<file path="src/lcdw_defines.svh">
`ifndef LCDW_DEFINES_SVH
`define LCDW_DEFINES_SVH
`define LCDW_RAM_WORDS 40
`define LCDW_RAM_LAST 6'h27
`define LCDW_MODE_STATIC 2'h1
`define LCDW_MODE_MUX2 2'h2
`define LCDW_MODE_MUX3 2'h3
`define LCDW_MODE_MUX4 2'h0
`define LCDW_BPG_STATIC 3'h1
`define LCDW_BPG_MUX2 3'h2
`define LCDW_BPG_MUX3 3'h3
`define LCDW_BPG_MUX4 3'h4
`define LCDW_ALT_BASE 2'h2
`define LCDW_BYTE_BITS 4'h8
`define LCDW_BIT_LAST 4'h7
`define LCDW_ACK_WAIT 4'h8
`define LCDW_ACK_DRIVE 4'h9
`define LCDW_BLINK_DIV1 12'h300
`define LCDW_BLINK_DIV2 12'h600
`define LCDW_BLINK_DIV3 12'hc00
`define LCDW_SLAVE_HI 6'h1c
`define LCDW_OP_MODE 2'h2
`define LCDW_OP_DEV 4'hc
`define LCDW_OP_BANK 5'h1e
`define LCDW_OP_BLINK 4'he
`define LCDW_PIN_RST 6'h03
`define LCDW_CFG_RST 4'h0
`endif

</file>
<file path="src/lcdw_pkg.sv">
package lcdw_pkg;
  typedef struct packed {
    logic en;
    logic bias;
    logic [1:0] mode;
  } lcdw_cfg_s;
  typedef struct packed {
    logic alt;
    logic [1:0] rate;
  } lcdw_blink_s;
  typedef enum logic [2:0] {ST_IDLE, ST_ADDR, ST_CMD, ST_DATA, ST_SKIP}
    lcdw_state_e;
endpackage

</file>
<file path="src/lcdw_top.sv">
`timescale 1ns/100ps
`include "lcdw_defines.svh"
// Behaviour
// - display bytes go where RAM index points
// - index step follows drive mode groups
// - store only when subaddress counter matches straps
// - mismatch: no write, index still advances
// - index overflow bumps subaddress counter
// - output row follows multiplex sequence
// - output bank picks rows two/three in static/1:2
// - input bank picks rows two/three independently in static/1:2
// - blink divides core clock 768/1536/3072
// - alternate blink swaps banks static/1:2
// - one bit per clock, data stable high
// - start and stop while clock high
// - eight bits then one acknowledge clock
// - acknowledge held low through ack clock
// - only output is acknowledge pull-down
// - selection from address, commands, straps
// - six-bit index loads 0 to 63, only 0 to 39 written
// - three-bit subaddress loads 0 to 7
// - static byte fills row of eight words
module lcdw_top
  import lcdw_pkg::*;
#(
  parameter int MUX_DIV = 64
) (
  input wire logic sys_clk,
  input wire logic rst_n,
  input wire logic scl_in,
  input wire logic sda_in,
  output logic sda_out,
  output logic sda_oe,
  input wire logic sa0_strap,
  input wire logic strap_sub_bit0,
  input wire logic strap_sub_bit1,
  input wire logic strap_sub_bit2,
  output logic [`LCDW_RAM_WORDS-1:0] seg_data,
  output logic [1:0] bp_sel,
  output logic disp_on,
  output lcdw_cfg_s drive_cfg,
  output logic [5:0] ram_ptr,
  output logic [2:0] sub_cnt
);

////////////////////////////////////////////////////////////////////////////
// pin synchronisers: a bit changes once stages two and three agree
logic [5:0] pin_raw;
logic [5:0] s1_reg, s2_reg, s3_reg, pin_reg;
logic [5:0] agree;
logic sda_f, scl_f, sda_d_reg, scl_d_reg, sa0_f;
logic [2:0] strap_sub;

assign pin_raw = {sa0_strap, strap_sub_bit2, strap_sub_bit1,
                  strap_sub_bit0, scl_in, sda_in};
assign agree = ~(s2_reg ^ s3_reg);

always_ff @(posedge sys_clk or negedge rst_n) begin
  if (!rst_n) begin
    s1_reg <= `LCDW_PIN_RST;
    s2_reg <= `LCDW_PIN_RST;
    s3_reg <= `LCDW_PIN_RST;
    pin_reg <= `LCDW_PIN_RST;
    sda_d_reg <= 1'b1;
    scl_d_reg <= 1'b1;
  end else begin
    s1_reg <= pin_raw;
    s2_reg <= s1_reg;
    s3_reg <= s2_reg;
    pin_reg <= (agree & s2_reg) | (~agree & pin_reg);
    sda_d_reg <= sda_f;
    scl_d_reg <= scl_f;
  end
end

assign sda_f = pin_reg[0];
assign scl_f = pin_reg[1];
// straps are trusted steady for the length of an access
assign strap_sub = pin_reg[4:2];
assign sa0_f = pin_reg[5];

////////////////////////////////////////////////////////////////////////////
// serial receiver
logic scl_rise, scl_fall, start_det, stop_det, byte_done;
logic [7:0] rx_byte;
logic [7:0] shift_reg;
logic [3:0] bit_cnt_reg;
logic ack_want_reg, ack_oe_reg;
lcdw_state_e state_reg;
logic cmd_take, data_take, sub_match;

assign scl_rise = scl_f & ~scl_d_reg;
assign scl_fall = ~scl_f & scl_d_reg;
assign start_det = scl_f & scl_d_reg & sda_d_reg & ~sda_f;
assign stop_det = scl_f & scl_d_reg & ~sda_d_reg & sda_f;
assign byte_done = scl_rise & (bit_cnt_reg == `LCDW_BIT_LAST);
assign rx_byte = {shift_reg[6:0], sda_f};
assign cmd_take = byte_done & (state_reg == ST_CMD);
assign data_take = byte_done & (state_reg == ST_DATA);

always_ff @(posedge sys_clk or negedge rst_n) begin
  if (!rst_n) begin
    shift_reg <= 8'h00;
    bit_cnt_reg <= 4'h0;
  end else if (start_det || stop_det) begin
    bit_cnt_reg <= 4'h0;
  end else if (scl_rise && bit_cnt_reg < `LCDW_BYTE_BITS) begin
    shift_reg <= rx_byte;
    bit_cnt_reg <= bit_cnt_reg + 4'h1;
  end else if (scl_fall && bit_cnt_reg == `LCDW_ACK_WAIT) begin
    bit_cnt_reg <= `LCDW_ACK_DRIVE;
  end else if (scl_fall && bit_cnt_reg == `LCDW_ACK_DRIVE) begin
    bit_cnt_reg <= 4'h0;
  end
end

// a read request or a foreign address is skipped until the next start
always_ff @(posedge sys_clk or negedge rst_n) begin
  if (!rst_n) begin
    state_reg <= ST_IDLE;
    ack_want_reg <= 1'b0;
  end else if (start_det) begin
    state_reg <= ST_ADDR;
    ack_want_reg <= 1'b0;
  end else if (stop_det) begin
    state_reg <= ST_IDLE;
    ack_want_reg <= 1'b0;
  end else if (byte_done) begin
    case (state_reg)
      ST_ADDR: begin
        if (rx_byte[7:1] == {`LCDW_SLAVE_HI, sa0_f} && !rx_byte[0]) begin
          state_reg <= ST_CMD;
          ack_want_reg <= 1'b1;
        end else begin
          state_reg <= ST_SKIP;
          ack_want_reg <= 1'b0;
        end
      end
      ST_CMD: begin
        state_reg <= rx_byte[7] ? ST_CMD : ST_DATA;
        ack_want_reg <= 1'b1;
      end
      ST_DATA: ack_want_reg <= sub_match;
      default: ack_want_reg <= 1'b0;
    endcase
  end
end

// pull-down starts after the eighth bit and lasts to the ack clock's fall
always_ff @(posedge sys_clk or negedge rst_n) begin
  if (!rst_n) begin
    ack_oe_reg <= 1'b0;
  end else if (start_det || stop_det) begin
    ack_oe_reg <= 1'b0;
  end else if (scl_fall && bit_cnt_reg == `LCDW_ACK_WAIT) begin
    ack_oe_reg <= ack_want_reg;
  end else if (scl_fall && bit_cnt_reg == `LCDW_ACK_DRIVE) begin
    ack_oe_reg <= 1'b0;
  end
end

assign sda_out = 1'b0;
assign sda_oe = ack_oe_reg;

////////////////////////////////////////////////////////////////////////////
// command decode
lcdw_cfg_s cfg_reg;
lcdw_blink_s blink_reg;
logic in_bank_reg, out_bank_reg;

always_ff @(posedge sys_clk or negedge rst_n) begin
  if (!rst_n) begin
    cfg_reg <= `LCDW_CFG_RST;
    blink_reg <= 3'h0;
    in_bank_reg <= 1'b0;
    out_bank_reg <= 1'b0;
  end else if (cmd_take) begin
    if (rx_byte[6:5] == `LCDW_OP_MODE) begin
      cfg_reg <= rx_byte[3:0];
    end else if (rx_byte[6:2] == `LCDW_OP_BANK) begin
      in_bank_reg <= rx_byte[1];
      out_bank_reg <= rx_byte[0];
    end else if (rx_byte[6:3] == `LCDW_OP_BLINK) begin
      blink_reg <= rx_byte[2:0];
    end
  end
end

assign drive_cfg = cfg_reg;

////////////////////////////////////////////////////////////////////////////
// write sequencer: one RAM word per cycle, each word a bit group
logic [3:0] ram_reg [0:`LCDW_RAM_WORDS-1];
logic [5:0] ptr_reg;
logic [2:0] sub_cnt_reg;
logic [7:0] seq_sh_reg;
logic [3:0] seq_bits_reg;
logic [2:0] bpg;
logic [3:0] eff;
logic [1:0] base_in;
logic [3:0] wr_mask, wr_data;
logic seq_busy, bankable, ram_we;

always_comb begin
  case (cfg_reg.mode)
    `LCDW_MODE_STATIC: bpg = `LCDW_BPG_STATIC;
    `LCDW_MODE_MUX2: bpg = `LCDW_BPG_MUX2;
    `LCDW_MODE_MUX3: bpg = `LCDW_BPG_MUX3;
    default: bpg = `LCDW_BPG_MUX4;
  endcase
end

assign bankable = (cfg_reg.mode == `LCDW_MODE_STATIC) ||
                  (cfg_reg.mode == `LCDW_MODE_MUX2);
assign base_in = (in_bank_reg && bankable) ? `LCDW_ALT_BASE : 2'h0;
assign seq_busy = (seq_bits_reg != 4'h0);
assign sub_match = (sub_cnt_reg == strap_sub);
// the last 1:3 group carries two bits, leaving row two untouched
assign eff = (seq_bits_reg < {1'b0, bpg}) ? seq_bits_reg : {1'b0, bpg};
assign ram_we = seq_busy && sub_match && (ptr_reg <= `LCDW_RAM_LAST);

always_comb begin
  wr_mask = 4'h0;
  wr_data = 4'h0;
  for (int r = 0; r < 4; r++) begin
    if (r >= int'(base_in) && r < int'(base_in) + int'(eff)) begin
      wr_mask[r] = 1'b1;
      wr_data[r] = seq_sh_reg[7 - (r - int'(base_in))];
    end
  end
end

always_ff @(posedge sys_clk or negedge rst_n) begin
  if (!rst_n) begin
    seq_sh_reg <= 8'h00;
    seq_bits_reg <= 4'h0;
  end else if (data_take) begin
    seq_sh_reg <= rx_byte;
    seq_bits_reg <= `LCDW_BYTE_BITS;
  end else if (seq_busy) begin
    seq_sh_reg <= seq_sh_reg << eff;
    seq_bits_reg <= seq_bits_reg - eff;
  end
end

// a byte is stored well inside one bit time, so no command can collide
always_ff @(posedge sys_clk or negedge rst_n) begin
  if (!rst_n) begin
    ptr_reg <= 6'h00;
    sub_cnt_reg <= 3'h0;
  end else if (cmd_take && !rx_byte[6]) begin
    ptr_reg <= rx_byte[5:0];
  end else if (cmd_take && rx_byte[6:3] == `LCDW_OP_DEV) begin
    sub_cnt_reg <= rx_byte[2:0];
  end else if (seq_busy) begin
    if (ptr_reg >= `LCDW_RAM_LAST) begin
      ptr_reg <= 6'h00;
      sub_cnt_reg <= sub_cnt_reg + 3'h1;
    end else begin
      ptr_reg <= ptr_reg + 6'h1;
    end
  end
end

// display RAM carries no reset: its contents are data, not control
always_ff @(posedge sys_clk) begin
  if (ram_we) begin
    for (int r = 0; r < 4; r++) begin
      if (wr_mask[r]) begin
        ram_reg[ptr_reg][r] <= wr_data[r];
      end
    end
  end
end

assign ram_ptr = ptr_reg;
assign sub_cnt = sub_cnt_reg;

////////////////////////////////////////////////////////////////////////////
// blinker and output selector
logic [11:0] blink_cnt_reg, blink_half;
logic blink_ph_reg;
logic [$clog2(MUX_DIV)-1:0] mux_cnt_reg;
logic [1:0] row_cnt_reg, base_out, sel_row, row_use;
logic [`LCDW_RAM_WORDS-1:0] seg_reg;
logic [1:0] bp_reg;
logic disp_on_reg;

always_comb begin
  case (blink_reg.rate)
    2'h1: blink_half = `LCDW_BLINK_DIV1 >> 1;
    2'h2: blink_half = `LCDW_BLINK_DIV2 >> 1;
    2'h3: blink_half = `LCDW_BLINK_DIV3 >> 1;
    default: blink_half = 12'h000;
  endcase
end

always_ff @(posedge sys_clk or negedge rst_n) begin
  if (!rst_n) begin
    blink_cnt_reg <= 12'h000;
    blink_ph_reg <= 1'b0;
  end else if (blink_reg.rate == 2'h0) begin
    blink_cnt_reg <= 12'h000;
    blink_ph_reg <= 1'b0;
  end else if (blink_cnt_reg >= blink_half - 12'h001) begin
    blink_cnt_reg <= 12'h000;
    blink_ph_reg <= ~blink_ph_reg;
  end else begin
    blink_cnt_reg <= blink_cnt_reg + 12'h001;
  end
end

assign base_out = ((out_bank_reg ^ (blink_reg.alt & blink_ph_reg)) &&
                   bankable) ? `LCDW_ALT_BASE : 2'h0;
// a mode change can leave the row step out of range for one cycle
assign row_use = ({1'b0, row_cnt_reg} >= bpg) ? 2'h0 : row_cnt_reg;
assign sel_row = base_out + row_use;

always_ff @(posedge sys_clk or negedge rst_n) begin
  if (!rst_n) begin
    mux_cnt_reg <= '0;
    row_cnt_reg <= 2'h0;
  end else if (mux_cnt_reg == ($clog2(MUX_DIV))'(MUX_DIV - 1)) begin
    mux_cnt_reg <= '0;
    row_cnt_reg <= ({1'b0, row_cnt_reg} + 3'h1 >= bpg) ? 2'h0 :
                   row_cnt_reg + 2'h1;
  end else begin
    mux_cnt_reg <= mux_cnt_reg + 1'b1;
    if ({1'b0, row_cnt_reg} >= bpg) begin
      row_cnt_reg <= 2'h0;
    end
  end
end

always_ff @(posedge sys_clk or negedge rst_n) begin
  if (!rst_n) begin
    seg_reg <= '0;
    bp_reg <= 2'h0;
    disp_on_reg <= 1'b0;
  end else begin
    for (int w = 0; w < `LCDW_RAM_WORDS; w++) begin
      seg_reg[w] <= ram_reg[w][sel_row];
    end
    bp_reg <= row_cnt_reg;
    disp_on_reg <= cfg_reg.en &
      ~((blink_reg.rate != 2'h0) & ~blink_reg.alt & blink_ph_reg);
  end
end

assign seg_data = seg_reg;
assign bp_sel = bp_reg;
assign disp_on = disp_on_reg;
endmodule

</file>
<file path="config.mk">
export PLATFORM = sky130hd
export DESIGN_NAME = lcdw_top
export DESIGN_NICKNAME = d
export VERILOG_FILES = /design/src/lcdw_pkg.sv /design/src/lcdw_top.sv
export VERILOG_INCLUDE_DIRS = /design/src
export SDC_FILE = /design/constraint.sdc
export NUM_CORES = 1
export LEC_CHECK = 0
export ABC_AREA = 1
export BUFFER_PORTS_ARGS = -buffer_cell sky130_fd_sc_hd__buf_2
export CAP_MARGIN = 20
export CORE_MARGIN = 1
export CORE_UTILIZATION = 61
export DETAILED_ROUTE_END_ITERATION = 10
export GPL_TIMING_DRIVEN = 0
export PLACE_DENSITY = 0.84
export SYNTH_ARGS = -nofsm -noshare
export SYNTH_HDL_FRONTEND = slang
export SYNTH_SLANG_ARGS = --single-unit
</file>
<file path="constraint.sdc">
create_clock -name sys_clk -period 4.7 [get_ports sys_clk]
set_clock_uncertainty 0.2 [all_clocks]
set_input_delay 1.41 -clock sys_clk [delete_from_list [all_inputs] [get_ports sys_clk]]
set_output_delay 1.41 -clock sys_clk [all_outputs]
set_load 0.01 [all_outputs]
</file>
==> flow_metrics.py, run 1 <==
metrics = {
    "run_status": {
        "status": "completed",
    },
    "layout": {
        "drive_above_1_share_pct": 14.3,
        "largest_reg_flops": 160,
        "utilization_pct": 70.6,
        "antennaDiodeCount": 0,
        "syn_to_final_growth_pct": 13.5,
        "layout.nets": 1351,
        "multi_input_area_sq_mm": 0.00420,
        "seqCellArea_sq_mm": 0.00822,
        "stdcell_count": 1608,
        "num-fill-cells": 1392,
    },
    "sta": {
        "setup_tns_ns": 0,
        "fmax_ghz": 0.233,
        "hold_viol_final": 0,
        "min_period_ns": 4.29,
        "maxSlewViolCount": 0,
        "setup_viol": 0,
        "relSlewSlack_pct": 19.9,
        "tightest_slew_ns": 1.19,
        "fin_crit_sh_pct": 91.2,
        "rsz0062_at_grt": "no",
    },
    "routing": {
        "drc_errors": 0,
        "routed-via-count": 9294,
        "routedWlPerCell_um": 18.4,
        "ant_nets": 0,
        "viasPerCell": 5.78,
        "first_iter_violations": 887,
        "drtPass1Iterations": 8,
        "drt_wl_total_um": 29500,
    },
    "floorplan": {
        "dieArea_sq_mm": 0.0220,
        "placementRows": 53,
        "die_x_um": 148,
        "coreArea_sq_mm": 0.0210,
        "num_io_pins": 66,
        "die_h_um": 148,
        "start_util_pct": 62.2,
    },
    "power": {
        "vdd_drop_max_mv": 0.317,
        "finalPower_mw": 5.33,
        "powerDensity_mw_per_mm2": 359,
        "p_leak_nw": 5.73,
    },
    "logic_synthesis": {
        "syn_inst": 1208,
        "synth_top_area_share_pct": 36.7,
        "synth_compound_area_share_pct": 8.06,
        "synthMuxAreaShare_pct": 3.14,
        "synth-edff-count": 160,
        "synthSimpleGateAreaFrac_pct": 15.8,
        "synth_fp_nets": 1250,
        "synth_ff_type": "edfxtp_1",
        "yosysSeqAreaShare_pct": 62.8,
        "synth-seq-cells": 296,
        "synthTopCellsByArea": "edfxtp_1 37%, dfrtp_1 24%, nor2_1 5.7%, nand2_1 5.0%, ha_1 3.2%",
        "synthArstFlopShare_pct": 45.9,
        "netlist_top_cells_count": "199 x nor2_1, 174 x nand2_1, 160 x edfxtp_1",
        "yosysWarnings": 0,
        "synth_cell_types": 48,
        "yosysTopAreaCell": "edfxtp_1",
        "syn_area_per_cell_sq_um": 10.8,
        "synth-xor-area-share_pct": 1.20,
        "yosys.area_share.adder_pct": 3.77,
        "synthesis.area_sq_mm": 0.0131,
        "yosysMostFrequentCell": "nor2_1",
        "synth_top_family_by_area": "simple AND/OR/NAND/NOR gates",
    },
    "cts": {
        "clkLatencyLatePin_ns": 0.55,
        "clk_pin_slew_ns": 0.06,
        "clock-sinks": 296,
        "cts_hold_buf": 0,
        "cts_max_level": 1,
        "cts_tree": "yes",
        "numCtsBuffers": 30,
        "clock-root-buffer": "clkbuf_16",
        "cts_max_path_buffers": 3,
    },
    "placement": {
        "globalplace.congestion": 0.879,
        "placed_cells": 1552,
        "dp_hpwl_um": 19100,
        "portBuffers": 64,
    },
    "worst_setup_path": {
        "cp_top_family": "adder cells",
        "arrival_ns": 4.36,
        "worst_setup_path_end_kind": "flop",
        "critPathKind": "flop to flop",
        "crit_path_top_delay_cell": "clkbuf_1",
        "worst-path-buf-inv": 2,
        "start_kind": "flop",
        "slowest_delay_ns": 0.58,
        "worstPathRequired_ns": 4.78,
        "crit_chain": "inv_1, ha_1, o21ai_0, ha_1, nand2_1, nand2_1, nand2_2, nand2_4, nand2_1, nand2_2, ha_1, ha_1, nor2_1, a21oi_1, nand2_1, clkbuf_1, nor2_1",
        "worstPathMaxFanout": 10,
    },
    "grt": {
        "grt_max_degree": 98,
        "grt_usage_pct": 27.9,
        "grt_pass1_vias": 9451,
        "antenna_found_initial": 0,
        "grt_pass1_wl_um": 47400,
        "grt.overflow.total": 0,
    },
    "flow_run": {
        "maxCapViolCount": 0,
    },
    "hold_path": {
        "hp-class": "flop to flop",
    },
}
-- metal layers --
layer / vias to the layer above / track usage, % / routed length, um
met5: - / 0 / 0
met4: 0 / 11.0 / 961
met3: 78 / 5.77 / 2880
met2: 490 / 46.6 / 14400
met1: 4435 / 35.7 / 11300
li1: 4291 / - / -
-- area by class of cell --
class,instances,share of cell area (%)
buffer,42,1.65
multi-input combinational,754,28.3
clock buffer,42,5.64
sequential,296,55.4
timing repair buffer,69,2.98
tap,275,2.32
inverter,116,2.93
clock inverter,14,0.792
-- cells in the final DEF, fill, tap and decap left out, types with 5 or more instances in the layout --
master,synthesis,final
a21oi_1,18,17
buf_2,10,74
buf_6,9,10
clkbuf_1,21,30
clkbuf_16,0,31
clkinv_1,0,6
dfrtp_1,126,126
dfstp_2,10,10
edfxtp_1,160,160
ha_1,33,33
inv_1,109,109
inv_2,7,7
maj3_1,6,6
mux2i_1,41,41
nand2_1,174,174
nand2_2,8,8
nand3_1,52,52
nand4_1,5,5
nor2_1,199,198
nor2_2,13,13
nor3_1,19,19
o211ai_1,44,44
o21ai_0,80,80
o21ai_1,6,6
xnor2_1,8,8
xor2_1,8,8
-- power by group --
part | switching, mW | total (mW) | internal (mW)
clock | 0.956 | 2.30 | 1.34
sequential | 0.0655 | 2.85 | 2.78
combinational | 0.127 | 0.183 | 0.0565
total | 1.15 | 5.33 | 4.18
-- through the flow --
stage | hold WS [ns] | instance area [sq um] | worst slack (ns)
6_report | 0.153 | 14800 | 0.414
5_1_grt | 0.160 | 14800 | 0.0767
4_1_cts | 0.158 | 14800 | 0.270
3_5_place_dp | 0.146 | 13900 | 0.326
3_3_place_gp | 0.136 | 13700 | -1.29
2_1_floorplan | 0.131 | 13100 | 0.433
-- kinds of logic (layout without fill, tap and decap cells) --
logic type | Yosys count | count (layout)
adder cells (fa/ha/maj) | 40 | 40
AO/OA/AOI/OAI | 171 | 171
multiplexers | 41 | 41
XOR/XNOR | 17 | 17
AND/OR/NAND/NOR | 484 | 484
other | 1 | 1
flip-flops | 296 | 296
buffers and inverters | 158 | 283
-- timing repair --
item	in CTS	in global routing
setup buffers	0	0
gates resized for setup	0	1
endpoints found under the setup margin	0	40
-- final timing paths --
path                         startpoint             to  slack (ns)  cells past startpoint
hold / removal                s1_reg[3]      s2_reg[3]        0.15                      0
min in group asynchronous         rst_n      bp_sel[0]        0.57                      1
setup / recovery           drive_cfg[0]  ram_reg[8][1]        0.41                     17
max in group asynchronous         rst_n      s3_reg[0]        2.92                      2
setup reg to reg           drive_cfg[0]  ram_reg[8][1]        0.41                     17
hold reg to reg               s1_reg[3]      s2_reg[3]        0.15                      0
Power figures use the tool's default switching activity.
==> run 2: changes to the inputs <==
--- a/config.mk
+++ b/config.mk
@@ -10,10 +10,9 @@
 export BUFFER_PORTS_ARGS = -buffer_cell sky130_fd_sc_hd__buf_2
 export CAP_MARGIN = 20
 export CORE_MARGIN = 1
-export CORE_UTILIZATION = 61
+export CORE_UTILIZATION = 65
 export DETAILED_ROUTE_END_ITERATION = 10
-export GPL_TIMING_DRIVEN = 0
-export PLACE_DENSITY = 0.84
+export PLACE_DENSITY = 0.89
 export SYNTH_ARGS = -nofsm -noshare
 export SYNTH_HDL_FRONTEND = slang
 export SYNTH_SLANG_ARGS = --single-unit
==> constraint.sdc (replaced) <==
create_clock -name sys_clk -period 5.2 [get_ports sys_clk]
set_clock_uncertainty 0.2 [all_clocks]
set_input_delay 1.56 -clock sys_clk [delete_from_list [all_inputs] [get_ports sys_clk]]
set_output_delay 1.56 -clock sys_clk [all_outputs]
set_load 0.01 [all_outputs]
==> run 2 against run 1 <==
Compared with the run above:
- sequential power decreased by 9.8%
- sequential share of layout area increased by 0.73 points
- die area decreased by 6.1%
- cell area decreased by 1.3%
- clock power decreased by 6%
- worst hold slack improved by 0.0063 ns
- flip-flop and latch count unchanged
- critical path type unchanged
- critical path depth increased by 1
- global-route usage increased by 0.89 points
- routed wire length decreased by 3.4%
==> flow_metrics.py, run 2 (same netlist as run 1, synthesis figures left out) <==
metrics = {
    "layout": {
        "fin_area_sq_mm": 0.0147,
        "utilization_pct": 74.8,
        "final_cell_mix": "198 x nor2_1, 173 x nand2_1, 160 x edfxtp_1",
        "layout.nets": 1318,
        "largest_reg_flops": 160,
        "antennaDiodeCount": 0,
        "syn_to_final_growth_pct": 12.0,
        "drive_above_1_share_pct": 14.2,
        "final_common_cell": "nor2_1",
    },
    "cts": {
        "cts_max_path_buffers": 3,
        "clock-root-buffer": "clkbuf_16",
        "numCtsBuffers": 29,
        "cts_max_level": 1,
        "cts_resized": 0,
        "clk_pin_slew_ns": 0.06,
        "post_cts_buffers": 0,
        "cts_hold_buf": 0,
        "cts_tree": "yes",
        "clkLatencyLatePin_ns": 0.55,
        "clock-sinks": 296,
    },
    "sta": {
        "setup_viol": 0,
        "setup_tns_ns": 0,
        "min_period_ns": 4.50,
        "rsz0062_at_grt": "no",
        "maxSlewViolCount": 0,
        "fin_crit_sh_pct": 86.4,
        "fmax_ghz": 0.222,
        "tightest_slew_ns": 1.13,
        "relSlewSlack_pct": 24.2,
        "hold_viol_final": 0,
        "holdWs_ns": 0.159,
    },
    "grt": {
        "grt_max_degree": 111,
        "grt_pass1_wl_um": 45900,
        "grt_usage_pct": 28.8,
        "grt.overflow.total": 0,
        "antenna_found_initial": 0,
        "grt_pass1_vias": 9106,
    },
    "worst_setup_path": {
        "worstPathRequired_ns": 5.36,
        "worst_setup_path_end_kind": "flop",
        "critPathKind": "flop to flop",
        "arrival_ns": 4.65,
        "worstPathMaxFanout": 21,
        "start_kind": "flop",
    },
    "placement": {
        "dp_hpwl_um": 17800,
        "portBuffers": 64,
        "placed_cell_area_sq_mm": 0.0136,
        "globalplace.congestion": 0.846,
    },
    "routing": {
        "first_iter_violations": 1347,
        "routedWlPerCell_um": 18.3,
        "drc_errors": 0,
        "ant_nets": 0,
        "drt_wl_total_um": 28500,
        "routed-via-count": 9306,
        "viasPerCell": 5.95,
        "drtPass1Iterations": 7,
    },
    "power": {
        "powerDensity_mw_per_mm2": 334,
        "finalPower_mw": 4.90,
        "vdd_drop_max_mv": 0.326,
        "p_leak_nw": 5.67,
    },
    "floorplan": {
        "die_x_um": 144,
        "start_util_pct": 66.8,
        "die_h_um": 144,
        "coreArea_sq_mm": 0.0196,
        "placementRows": 51,
        "dieArea_sq_mm": 0.0207,
        "num_io_pins": 66,
    },
    "flow_run": {
        "maxCapViolCount": 0,
    },
    "hold_path": {
        "hp-class": "flop to flop",
    },
    "run_status": {
        "status": "completed",
    },
}
-- run 2: worst max-delay path, cell delays in order, from the launching register on --
cell and delay [ns]:
dfrtp_1 0.42, inv_1 0.09, ha_1 0.19, o21ai_0 0.45, ha_1 0.34, nand2_1 0.07
nand2_1 0.06, nand2_2 0.11, nand2_4 0.11, nand2_1 0.10, nand2_2 0.13, ha_1 0.23
ha_1 0.27, nor2_1 0.07, a21oi_1 0.18, inv_1 0.12, o21ai_2 0.10, and2_1 0.67
buf_4 0.38
-- run 2: final timing paths --
check,end,start,slack [ns],cells after the start
hold reg to reg,s2_reg[0],s1_reg[0],0.16,0
max in group asynchronous,seg_data[28],rst_n,2.97,2
setup reg to reg,ram_reg[22][0],drive_cfg[0],0.70,18
min in group asynchronous,seg_data[31],rst_n,0.90,1
setup / recovery,ram_reg[22][0],drive_cfg[0],0.70,18
hold / removal,s2_reg[0],s1_reg[0],0.16,0
-- run 2: final cells by class --
type,count,area [sq um]
sequential,296,8220
fill,1205,4940
multi-input combinational,754,4210
clock buffer,38,811
timing repair buffer,79,459
inverter,116,435
tap,265,332
clock inverter,16,188
-- run 2: power breakdown --
part,switching [mW],internal (mW),leakage (nW)
registers,0.0608,2.51,2.70
clock network,0.871,1.30,0.495
logic,0.111,0.0471,2.48
total,1.04,3.86,5.67
-- run 2: stage by stage --
step / cells / setup WS, ns
6_report: 1564 / 0.705
4_1_cts: 1562 / 0.701
5_1_grt: 1564 / 0.389
3_5_place_dp: 1508 / 0.772
2_1_floorplan: 1208 / 0.933
3_3_place_gp: 1508 / 1.01
-- run 2: per-layer routing --
layer / global-route usage [%] / vias up / share of wire (%)
met4: 10.8 / 0 / 3.1
met3: 5.00 / 77 / 9.2
met2: 48.3 / 538 / 50
met1: 37.6 / 4471 / 38
met5: 0 / - / 0
li1: - / 4220 / -
